<file path="config.mk">
export PLATFORM = sky130hd
export DESIGN_NAME = fetch_pc
export DESIGN_NICKNAME = d
export VERILOG_FILES = /design/src/hdl/fetch_pkg.sv /design/src/hdl/fetch_pc.sv
export VERILOG_INCLUDE_DIRS = /design/src /design/src/hdl
export SDC_FILE = /design/constraint.sdc
export NUM_CORES = 1
export LEC_CHECK = 0
export BUFFER_PORTS_ARGS = -buffer_cell sky130_fd_sc_hd__buf_4
export CAP_MARGIN = 30
export CORE_MARGIN = 5
export CORE_UTILIZATION = 35
export DETAILED_ROUTE_END_ITERATION = 8
export GPL_TIMING_DRIVEN = 0
export SETUP_SLACK_MARGIN = 0.1
export SLEW_MARGIN = 20
export SYNTH_ARGS = -nofsm -noshare
export SYNTH_HDL_FRONTEND = slang
export SYNTH_SLANG_ARGS = --single-unit
</file>
<file path="constraint.sdc">
create_clock -name clk_i -period 4.6 [get_ports clk_i]
set_input_delay 1.38 -clock clk_i [delete_from_list [all_inputs] [get_ports clk_i]]
set_output_delay 1.38 -clock clk_i [all_outputs]
set_load 0.02 [all_outputs]
</file>
<file path="src/hdl/fetch_cfg.svh">
// Purpose: constants for the fetch and program counter block
// Assumes: 10 MHz system clock, classic Wishbone register port
// Notes: register word offsets are byte addresses
`ifndef FETCH_CFG_SVH
`define FETCH_CFG_SVH
`define PC_LOW_WIDTH 8
`define PC_PAGE_WIDTH 13
`define PC_RESET_ADDR 16'h0000
`define PHASE_RESET_STROBE 4'h8
`define REG_PC_LOW 4'h0
`define REG_BANK 4'h4
`define REG_CTRL 4'h8
`define REG_STATUS 4'hC
`define CTRL_BRANCH 0
`define CTRL_SKIP 1
`define STAT_DUMMY 0
`define STAT_PHASE_LO 1
`define STAT_PHASE_HI 2
`endif

</file>
<file path="src/hdl/fetch_pkg.sv">
// Purpose: types for the fetch and program counter block
// Assumes: nothing beyond the cfg header
// Notes: all state of the block sits in one packed struct
package fetch_pkg;
   typedef enum logic [1:0] {
      PH_FIRST = 2'b00,
      PH_SECOND = 2'b01,
      PH_THIRD = 2'b10,
      PH_FOURTH = 2'b11
   } phase_type;

   typedef struct packed {
      phase_type phase;
      logic [15:0] pc;
      logic [2:0] bank;
      logic dummy;
      logic branch_pend;
      logic [15:0] branch_addr;
      logic skip_pend;
      logic low_wr_pend;
      logic [7:0] low_wr_val;
      logic [3:0] phase_clocks;
      logic ack;
      logic [31:0] rdata;
   } state_type;
endpackage

</file>
<file path="src/hdl/fetch_pc.sv">
// Purpose: instruction cycle phasing and program counter control
// Assumes: one 10 MHz clock, synchronous reset, classic Wishbone slave
// Notes: branch and skip requests come from the decoder on the same clock
`timescale 1ns/1ns
`include "fetch_cfg.svh"

module fetch_pc #(
   parameter int BANK_BITS = 3
) (
   input wire logic clk_i,
   input wire logic rst_i,
   input wire logic ce_i,
   input wire logic branch_req_i,
   input wire logic [15:0] branch_addr_i,
   input wire logic skip_req_i,
   input wire logic [31:0] wb_adr_i,
   input wire logic [31:0] wb_dat_i,
   input wire logic [3:0] wb_sel_i,
   input wire logic wb_we_i,
   input wire logic wb_cyc_i,
   input wire logic wb_stb_i,
   output logic [31:0] wb_dat_o,
   output logic wb_ack_o,
   output logic [15:0] fetch_addr_o,
   output logic [2:0] program_bank_select_bits_o,
   output logic [3:0] instruction_phase_clocks_o,
   output logic dummy_cycle_o
);
   // bank bits sit above a 13-bit page counter; more would overflow 16 bits
   initial begin
      if (BANK_BITS < 0 || BANK_BITS > 3) begin
         $error("BANK_BITS must be 0 to 3");
      end
   end

   localparam logic [15:0] PC_MASK = 16'((32'h1 << (`PC_PAGE_WIDTH + BANK_BITS)) - 1);
   localparam logic [2:0] BANK_MASK = 3'((32'h1 << BANK_BITS) - 1);

   fetch_pkg::state_type s_q;
   fetch_pkg::state_type s_d;

   logic bus_req;
   logic [3:0] reg_sel;
   assign bus_req = wb_cyc_i && wb_stb_i && !s_q.ack;
   assign reg_sel = wb_adr_i[3:0];

   // request decodes for the checks; low_wr_hit also feeds the next-state logic
   logic bus_take;
   logic low_wr_hit;
   assign bus_take = ce_i && bus_req;
   assign low_wr_hit = bus_req && wb_we_i && wb_sel_i[0] && reg_sel == `REG_PC_LOW;

   // one process builds the whole next state
   always_comb begin
      logic [15:0] seq_pc;
      seq_pc = 16'h0000;
      s_d = s_q;
      s_d.ack = 1'b0;
      s_d.phase = fetch_pkg::phase_type'(2'(s_q.phase + 2'h1));
      s_d.phase_clocks = 4'h1 << s_d.phase;
      // requests latch any time; the next phase one acts on one: branch, else low write, else skip
      if (branch_req_i) begin
         s_d.branch_pend = 1'b1;
         s_d.branch_addr = branch_addr_i;
      end
      if (skip_req_i) begin
         s_d.skip_pend = 1'b1;
      end
      // Wishbone slave: one wait state, ack drops the cycle after it rose
      if (bus_req) begin
         s_d.ack = 1'b1;
         s_d.rdata = 32'h0000_0000;
         case (reg_sel)
            `REG_PC_LOW: begin
               s_d.rdata[7:0] = s_q.pc[7:0];
               if (wb_we_i && wb_sel_i[0]) begin
                  s_d.low_wr_pend = 1'b1;
                  s_d.low_wr_val = wb_dat_i[7:0];
               end
            end
            `REG_BANK: begin
               s_d.rdata[2:0] = s_q.bank;
            end
            `REG_STATUS: begin
               s_d.rdata[`STAT_DUMMY] = s_q.dummy;
               s_d.rdata[`STAT_PHASE_HI:`STAT_PHASE_LO] = s_q.phase;
            end
            default: begin
               s_d.rdata = 32'h0000_0000;
            end
         endcase
      end
      if (s_q.phase == fetch_pkg::PH_FOURTH) begin
         s_d.dummy = 1'b0;
         seq_pc = 16'(s_q.pc + 16'h0001) & PC_MASK;
         s_d.pc = seq_pc;
         if (s_q.branch_pend) begin
            s_d.pc = s_q.branch_addr & PC_MASK;
            s_d.dummy = 1'b1;
            s_d.branch_pend = branch_req_i; // a request in this edge survives
         end else if (s_q.low_wr_pend) begin
            s_d.pc = {s_q.pc[15:`PC_LOW_WIDTH], s_q.low_wr_val};
            s_d.dummy = 1'b1;
            s_d.low_wr_pend = low_wr_hit; // a write in this edge survives
         end else if (s_q.skip_pend) begin
            s_d.dummy = 1'b1;
            s_d.skip_pend = skip_req_i; // a skip in this edge survives
         end
         s_d.bank = 3'(s_d.pc >> `PC_PAGE_WIDTH) & BANK_MASK;
      end
   end

   // single state register; clock enable freezes everything except reset
   always_ff @(posedge clk_i) begin
      if (rst_i) begin
         s_q <= '0;
         s_q.pc <= `PC_RESET_ADDR;
         s_q.phase <= fetch_pkg::PH_FOURTH;
         s_q.phase_clocks <= `PHASE_RESET_STROBE;
      end else if (ce_i) begin
         s_q <= s_d;
      end
   end

   // outputs straight from the state register
   assign wb_ack_o = s_q.ack;
   assign wb_dat_o = s_q.rdata;
   assign fetch_addr_o = s_q.pc;
   assign program_bank_select_bits_o = s_q.bank;
   assign instruction_phase_clocks_o = s_q.phase_clocks;
   assign dummy_cycle_o = s_q.dummy;

   a_phase_onehot: assert property (@(posedge clk_i) disable iff (rst_i)
      $onehot(instruction_phase_clocks_o))
      else $error("phase strobes not one-hot");

   a_phase_order: assert property (@(posedge clk_i) disable iff (rst_i)
      ce_i && instruction_phase_clocks_o == 4'h1
      |=> instruction_phase_clocks_o == 4'h2)
      else $error("phase order broken");

   a_phase_second: assert property (@(posedge clk_i) disable iff (rst_i)
      ce_i && instruction_phase_clocks_o == 4'h2
      |=> instruction_phase_clocks_o == 4'h4)
      else $error("phase two not followed by three");

   a_phase_third: assert property (@(posedge clk_i) disable iff (rst_i)
      ce_i && instruction_phase_clocks_o == 4'h4
      |=> instruction_phase_clocks_o == 4'h8)
      else $error("phase three not followed by four");

   a_phase_wrap: assert property (@(posedge clk_i) disable iff (rst_i)
      ce_i && instruction_phase_clocks_o == 4'h8
      |=> instruction_phase_clocks_o == 4'h1)
      else $error("phase four not followed by one");

   a_exec_phases: assert property (@(posedge clk_i) disable iff (rst_i)
      s_q.phase != fetch_pkg::PH_FIRST |-> !instruction_phase_clocks_o[0])
      else $error("fetch strobe in an execute phase");

   a_pc_stable: assert property (@(posedge clk_i) disable iff (rst_i)
      s_q.phase != fetch_pkg::PH_FOURTH
      |=> $stable(fetch_addr_o))
      else $error("counter moved outside phase one");

   a_bank_stable: assert property (@(posedge clk_i) disable iff (rst_i)
      s_q.phase != fetch_pkg::PH_FOURTH
      |=> $stable(program_bank_select_bits_o))
      else $error("bank moved outside phase one");

   a_freeze_hold: assert property (@(posedge clk_i) disable iff (rst_i)
      !ce_i
      |=> $stable(fetch_addr_o) && $stable(instruction_phase_clocks_o) && $stable(wb_ack_o))
      else $error("state moved while frozen");

   a_seq_incr: assert property (@(posedge clk_i) disable iff (rst_i)
      ce_i && s_q.phase == fetch_pkg::PH_FOURTH && !s_q.branch_pend && !s_q.low_wr_pend
      |=> fetch_addr_o == 16'(($past(fetch_addr_o) + 16'h0001) & PC_MASK))
      else $error("sequential increment wrong");

   a_plain_cycle: assert property (@(posedge clk_i) disable iff (rst_i)
      ce_i && s_q.phase == fetch_pkg::PH_FOURTH && !s_q.branch_pend && !s_q.low_wr_pend &&
      !s_q.skip_pend |=> !dummy_cycle_o)
      else $error("dummy cycle without cause");

   a_branch_load: assert property (@(posedge clk_i) disable iff (rst_i)
      ce_i && s_q.phase == fetch_pkg::PH_FOURTH && s_q.branch_pend
      |=> fetch_addr_o == ($past(s_q.branch_addr) & PC_MASK) && dummy_cycle_o)
      else $error("branch target not loaded");

   a_branch_latch: assert property (@(posedge clk_i) disable iff (rst_i)
      ce_i && branch_req_i
      |=> s_q.branch_pend && s_q.branch_addr == $past(branch_addr_i))
      else $error("branch request lost");

   a_page_jump: assert property (@(posedge clk_i) disable iff (rst_i)
      ce_i && s_q.phase == fetch_pkg::PH_FOURTH && !s_q.branch_pend && s_q.low_wr_pend
      |=> fetch_addr_o[15:8] == $past(fetch_addr_o[15:8]) && dummy_cycle_o)
      else $error("low byte write left the page");

   // page jump lands on written byte
   a_page_low: assert property (@(posedge clk_i) disable iff (rst_i)
      ce_i && s_q.phase == fetch_pkg::PH_FOURTH && !s_q.branch_pend && s_q.low_wr_pend
      |=> fetch_addr_o[7:0] == $past(s_q.low_wr_val))
      else $error("low byte write landed wrong");

   a_low_latch: assert property (@(posedge clk_i) disable iff (rst_i)
      ce_i && low_wr_hit
      |=> s_q.low_wr_pend && s_q.low_wr_val == $past(wb_dat_i[7:0]))
      else $error("low byte write lost");

   a_dummy_source: assert property (@(posedge clk_i) disable iff (rst_i)
      $rose(dummy_cycle_o)
      |-> $past(s_q.phase) == fetch_pkg::PH_FOURTH)
      else $error("dummy rose mid cycle");

   a_skip_dummy: assert property (@(posedge clk_i) disable iff (rst_i)
      ce_i && s_q.phase == fetch_pkg::PH_FOURTH && s_q.skip_pend
      |=> dummy_cycle_o)
      else $error("skip gave no dummy cycle");

   a_skip_latch: assert property (@(posedge clk_i) disable iff (rst_i)
      ce_i && skip_req_i
      |=> s_q.skip_pend)
      else $error("skip request lost");

   a_dummy_hold: assert property (@(posedge clk_i) disable iff (rst_i)
      s_q.phase != fetch_pkg::PH_FOURTH
      |=> $stable(dummy_cycle_o))
      else $error("dummy changed mid cycle");

   a_reset_zero: assert property (@(posedge clk_i)
      rst_i
      |=> fetch_addr_o == `PC_RESET_ADDR)
      else $error("counter not zero after reset");

   a_reset_phase: assert property (@(posedge clk_i)
      rst_i
      |=> instruction_phase_clocks_o == `PHASE_RESET_STROBE && !dummy_cycle_o && !wb_ack_o)
      else $error("reset state wrong");

   a_first_fetch: assert property (@(posedge clk_i)
      rst_i ##1 (!rst_i && ce_i)
      |=> fetch_addr_o == 16'h0001 && instruction_phase_clocks_o == 4'h1)
      else $error("first cycle after reset wrong");

   a_bank_bits: assert property (@(posedge clk_i) disable iff (rst_i)
      program_bank_select_bits_o == (3'(fetch_addr_o >> `PC_PAGE_WIDTH) & BANK_MASK))
      else $error("bank bits disagree with counter");

   a_addr_mask: assert property (@(posedge clk_i) disable iff (rst_i)
      (fetch_addr_o & ~PC_MASK) == 16'h0000)
      else $error("address beyond memory size");

   a_bank_mask: assert property (@(posedge clk_i) disable iff (rst_i)
      (program_bank_select_bits_o & ~BANK_MASK) == 3'h0)
      else $error("bank bits beyond bank count");

   a_ack_one: assert property (@(posedge clk_i) disable iff (rst_i)
      wb_ack_o && ce_i
      |=> !wb_ack_o)
      else $error("ack held two cycles");

   a_ack_answer: assert property (@(posedge clk_i) disable iff (rst_i)
      bus_take
      |=> wb_ack_o)
      else $error("request not answered");

   a_ack_idle: assert property (@(posedge clk_i) disable iff (rst_i)
      ce_i && !(wb_cyc_i && wb_stb_i)
      |=> !wb_ack_o)
      else $error("ack without request");

   a_low_read: assert property (@(posedge clk_i) disable iff (rst_i)
      bus_take && reg_sel == `REG_PC_LOW
      |=> wb_dat_o == {24'h00_0000, $past(fetch_addr_o[7:0])})
      else $error("low byte read wrong");

   a_bank_read: assert property (@(posedge clk_i) disable iff (rst_i)
      bus_take && reg_sel == `REG_BANK
      |=> wb_dat_o == {29'h0000_0000, $past(program_bank_select_bits_o)})
      else $error("bank read wrong");

   a_reserved_zero: assert property (@(posedge clk_i) disable iff (rst_i)
      bus_take && reg_sel == `REG_CTRL
      |=> wb_dat_o == 32'h0000_0000)
      else $error("reserved read not zero");

   a_status_read: assert property (@(posedge clk_i) disable iff (rst_i)
      bus_take && reg_sel == `REG_STATUS
      |=> wb_dat_o == {29'h0000_0000, $past(s_q.phase), $past(dummy_cycle_o)})
      else $error("status read wrong");
endmodule

</file>
==> run_results.csv <==
group,metric,value,unit
layout,finalNonFillerCells,607,
critical_path,critical_path_class,"in -> reg",
cts,clk_path_buf_depth,2,
timing,layout_min_cycle_time,2.572,ns
routing,wire_per_inst,13.82,um
yosys,synth.distinct_cells,47,
floorplanning,ios,149,
floorplanning,num_rows,34,
place,place_congestion,0.8768,
timing,skew,0.01357,ns
routing,firstDrtPassIters,5,
pwr,p_leak,1.834,nW
critical_path,cp_slowest_stage_delay,0.59,ns
yosys,yosys_warnings,0,
grt,grt-ovfl-total,0,
outcome,outcome,"complete, no violations",
place,post-place-cells,591,
hold_path,hp-start,"s_q[53]$_SDFFE_PP0P_",
timing,tns,0,ns
routing,drc,0,
critical_path,regToRegStartpoint,"fetch_addr_o[0]$_SDFFE_PP0P_",
timing,max_clock_freq,388.8,MHz
layout,insertedDiodeCount,0,
pwr,ir_drop,0.0001693,V
place,place_hpwl,6389,um
critical_path,critPathMaxFanout,9,
cts,cts_setup_buffers,0,
layout,layout-drive-gt1-share,0.2946,
grt,grt_max_degree,11,
cts,cts_buffers,9,
grt,grt_first_pass_wirelength,13770,um
routing,drt-met1-wl,3639,um
cts,clock-sinks,59,
cts,clock-root-buffer,"clkbuf_8",
yosys,synth_flop_cell,"dfxtp_1",
critical_path,critPathRequiredTime,4.81,ns
floorplanning,core,8763,um2
grt,track_usage,0.1527,
layout,final_common_cell,"buf_4",
routing,vias,2948,
yosys,synth_edf_count,0,
run,cap_violations,0,
layout,syn_to_final_growth,29.03,%
critical_path,critPathBufInv,2,
cts,ctsResizeCount,0,
yosys,synth_seq_cells,59,
routing,route.met2.wl,3890,um
critical_path,reg2reg_setup_slack,2.52,ns
critical_path,worstSetupStartpointType,"input port",
timing,period_share,0.5592,
routing,via_per_inst,4.857,
grt,antenna_found_initial,0,
routing,routed_wl,8390,um
yosys,syn_avg_cell_area,8.059,um2
critical_path,cp_slowest_cell,"or4_1",
cts,clkLatencyLatePin,0.34,ns
critical_path,cpLargestDelayFamily,"simple AND/OR/NAND/NOR gates",
routing,met3_wirelength,707,um
critical_path,worstPathArrival,2.78,ns
cts,cts_hold_buf,0,
floorplanning,die_width,105.0,um
critical_path,cp_cell_sequence,"buf_4, or2_2, or4_1, buf_6, mux2i_1, nor2_1",
place,port_buffers,68,
hold_path,worstHoldEndpoint,"s_q[53]$_SDFFE_PP0P_",
hold_path,min_path_type,"reg -> reg",
timing,rsz0062_at_grt,"no",
yosys,yosysSeqAreaShare,0.3739,
floorplanning,die_height,105.0,um
yosys,syn_area,3159,um2
critical_path,r2r-end,"fetch_addr_o[12]$_SDFFE_PP0P_",
floorplanning,dieArea,11030,um2
timing,setup_viol,0,
timing,tightest_slew,0.6584,ns
critical_path,reg2reg_depth,5,
yosys,syn_inst,392,
pwr,powerDensity,289.0,nW/um2
routing,drt_iter0_drc,237,
routing,topRoutingLayerUsed,"met4",
timing,hold_violations,0,
yosys,async_flop_share,0,
grt,grt_pass1_vias,2838,
floorplanning,initial_utilization,0.3605,
timing,slew_headroom,0.5594,
layout,most-common-layout-cells,"buf_4, nand2_1, dfxtp_1, a21oi_1",
hold_path,whs_path_depth,2,
layout,nets,591,
cts,clk_pin_slew,0.06,ns
timing,slew_violations,0,
critical_path,worstSetupEndpointType,"register",
cts,htreeDepth,3,
routing,ant_nets,0,
cts,cts_tree,"yes",
[cell type report]
class	instances	area, um2
fill	894	4687
clock buffer	11	131.4
inverter	6	22.52
tap	108	135.1
buffer	78	525.5
multi-input combinational	272	1516
sequential	59	1181
clock inverter	5	53.80
timing repair buffer	68	510.5
[report_power, final]
group          internal, mW  switching (mW)
registers             0.528          0.0176
clock network         0.248           0.202
logic                0.0808           0.101
total                 0.857           0.321
[Yosys cell counts, types with 3 or more instances]
cell type   n  area [um2]
buf_6       3       33.78
a22oi_1     8       60.06
nand2b_1    3       18.77
a311oi_1    3       26.28
a31oi_1     3       18.77
nor4_1      5       31.28
buf_4      55       412.9
nand2_1    62       232.7
a21oi_1    40       200.2
nor3_1      7       35.03
nand3_1     8       40.04
nor2_1     24       90.09
o41ai_1     3       26.28
o21ai_0    19       95.09
clkbuf_1   15       56.30
a32oi_1     3       26.28
mux2i_1    15       150.1
ha_1        5       62.56
o211ai_1    5       37.54
nand4_1     4       25.02
a21o_1      3       22.52
dfxtp_1    59        1181
o31ai_1     3       22.52
inv_1       5       18.77
[sequential cells by signal (all words and copies together) (netlist names)]
register                    count
wb_ack_o                        1
dummy_cycle_o                   1
instruction_phase_clocks_o      4
s_q                            29
wb_dat_o                        8
fetch_addr_o                   16
[stage by stage]
stage | total power [mW] | cell area [um2] | worst slack [ns] | util | hold WS [ns]
6_report | 1.178 | 4076 | 2.028 | 0.4652 | 0.4564
3_5_place_dp | 0.7384 | 3891 | 1.698 | 0.4440 | 0.4480
4_1_cts | 1.193 | 4076 | 2.048 | 0.4652 | 0.4576
2_1_floorplan | 0.6738 | 3246 | 1.947 | - | 0.4328
5_1_grt | 1.237 | 4076 | 1.979 | 0.4652 | 0.4714
3_3_place_gp | 0.7357 | 3891 | 1.708 | 0.4440 | 0.4420
[metal layers]
| metal | vias up | track usage |
|---|---|---|
| li1 | 1499 | - |
| met1 | 1309 | 0.1956 |
| met2 | 127 | 0.2338 |
| met3 | 13 | 0.04871 |
| met4 | 0 | 0.06941 |
| met5 | - | 0 |
[worst min-delay path, delay by kind of cell, from the launching register on]
kind | cells | cell delay [ns]
AND/OR/NAND/NOR | 1 | 0.05
AO/OA/AOI/OAI | 1 | 0.05
flip-flops | 1 | 0.31
[kinds of logic (layout without fill, tap and decap cells)]
family | after synthesis | count (layout) | synth area share
buf+inv | 84 | 168 | 0.1735
flops | 59 | 59 | 0.3739
simple gates | 129 | 129 | 0.1873
mux | 17 | 17 | 0.05465
compound gates | 96 | 96 | 0.1869
other cells | 1 | 24 | 0.001187
xor+xnor | 1 | 1 | 0.002773
fa+ha+maj | 5 | 5 | 0.01980
[how the worst max path moves through the flow]
stage / cells after the start / slack [ns] / start / end
3_3_place_gp: 6 / 1.71 / wb_adr_i[1] / s_q[43]$_SDFFE_PP0P_
4_1_cts: 6 / 2.05 / wb_adr_i[1] / s_q[37]$_SDFFE_PP0P_
6_report: 6 / 2.03 / wb_adr_i[1] / s_q[38]$_SDFFE_PP0P_
3_5_place_dp: 6 / 1.70 / wb_adr_i[1] / s_q[38]$_SDFFE_PP0P_
2_1_floorplan: 5 / 1.95 / wb_adr_i[1] / s_q[37]$_SDFFE_PP0P_
5_1_grt: 6 / 1.98 / ce_i / s_q[61]$_SDFFE_PP0P_
Note: power is estimated with default switching activity, not from simulation.
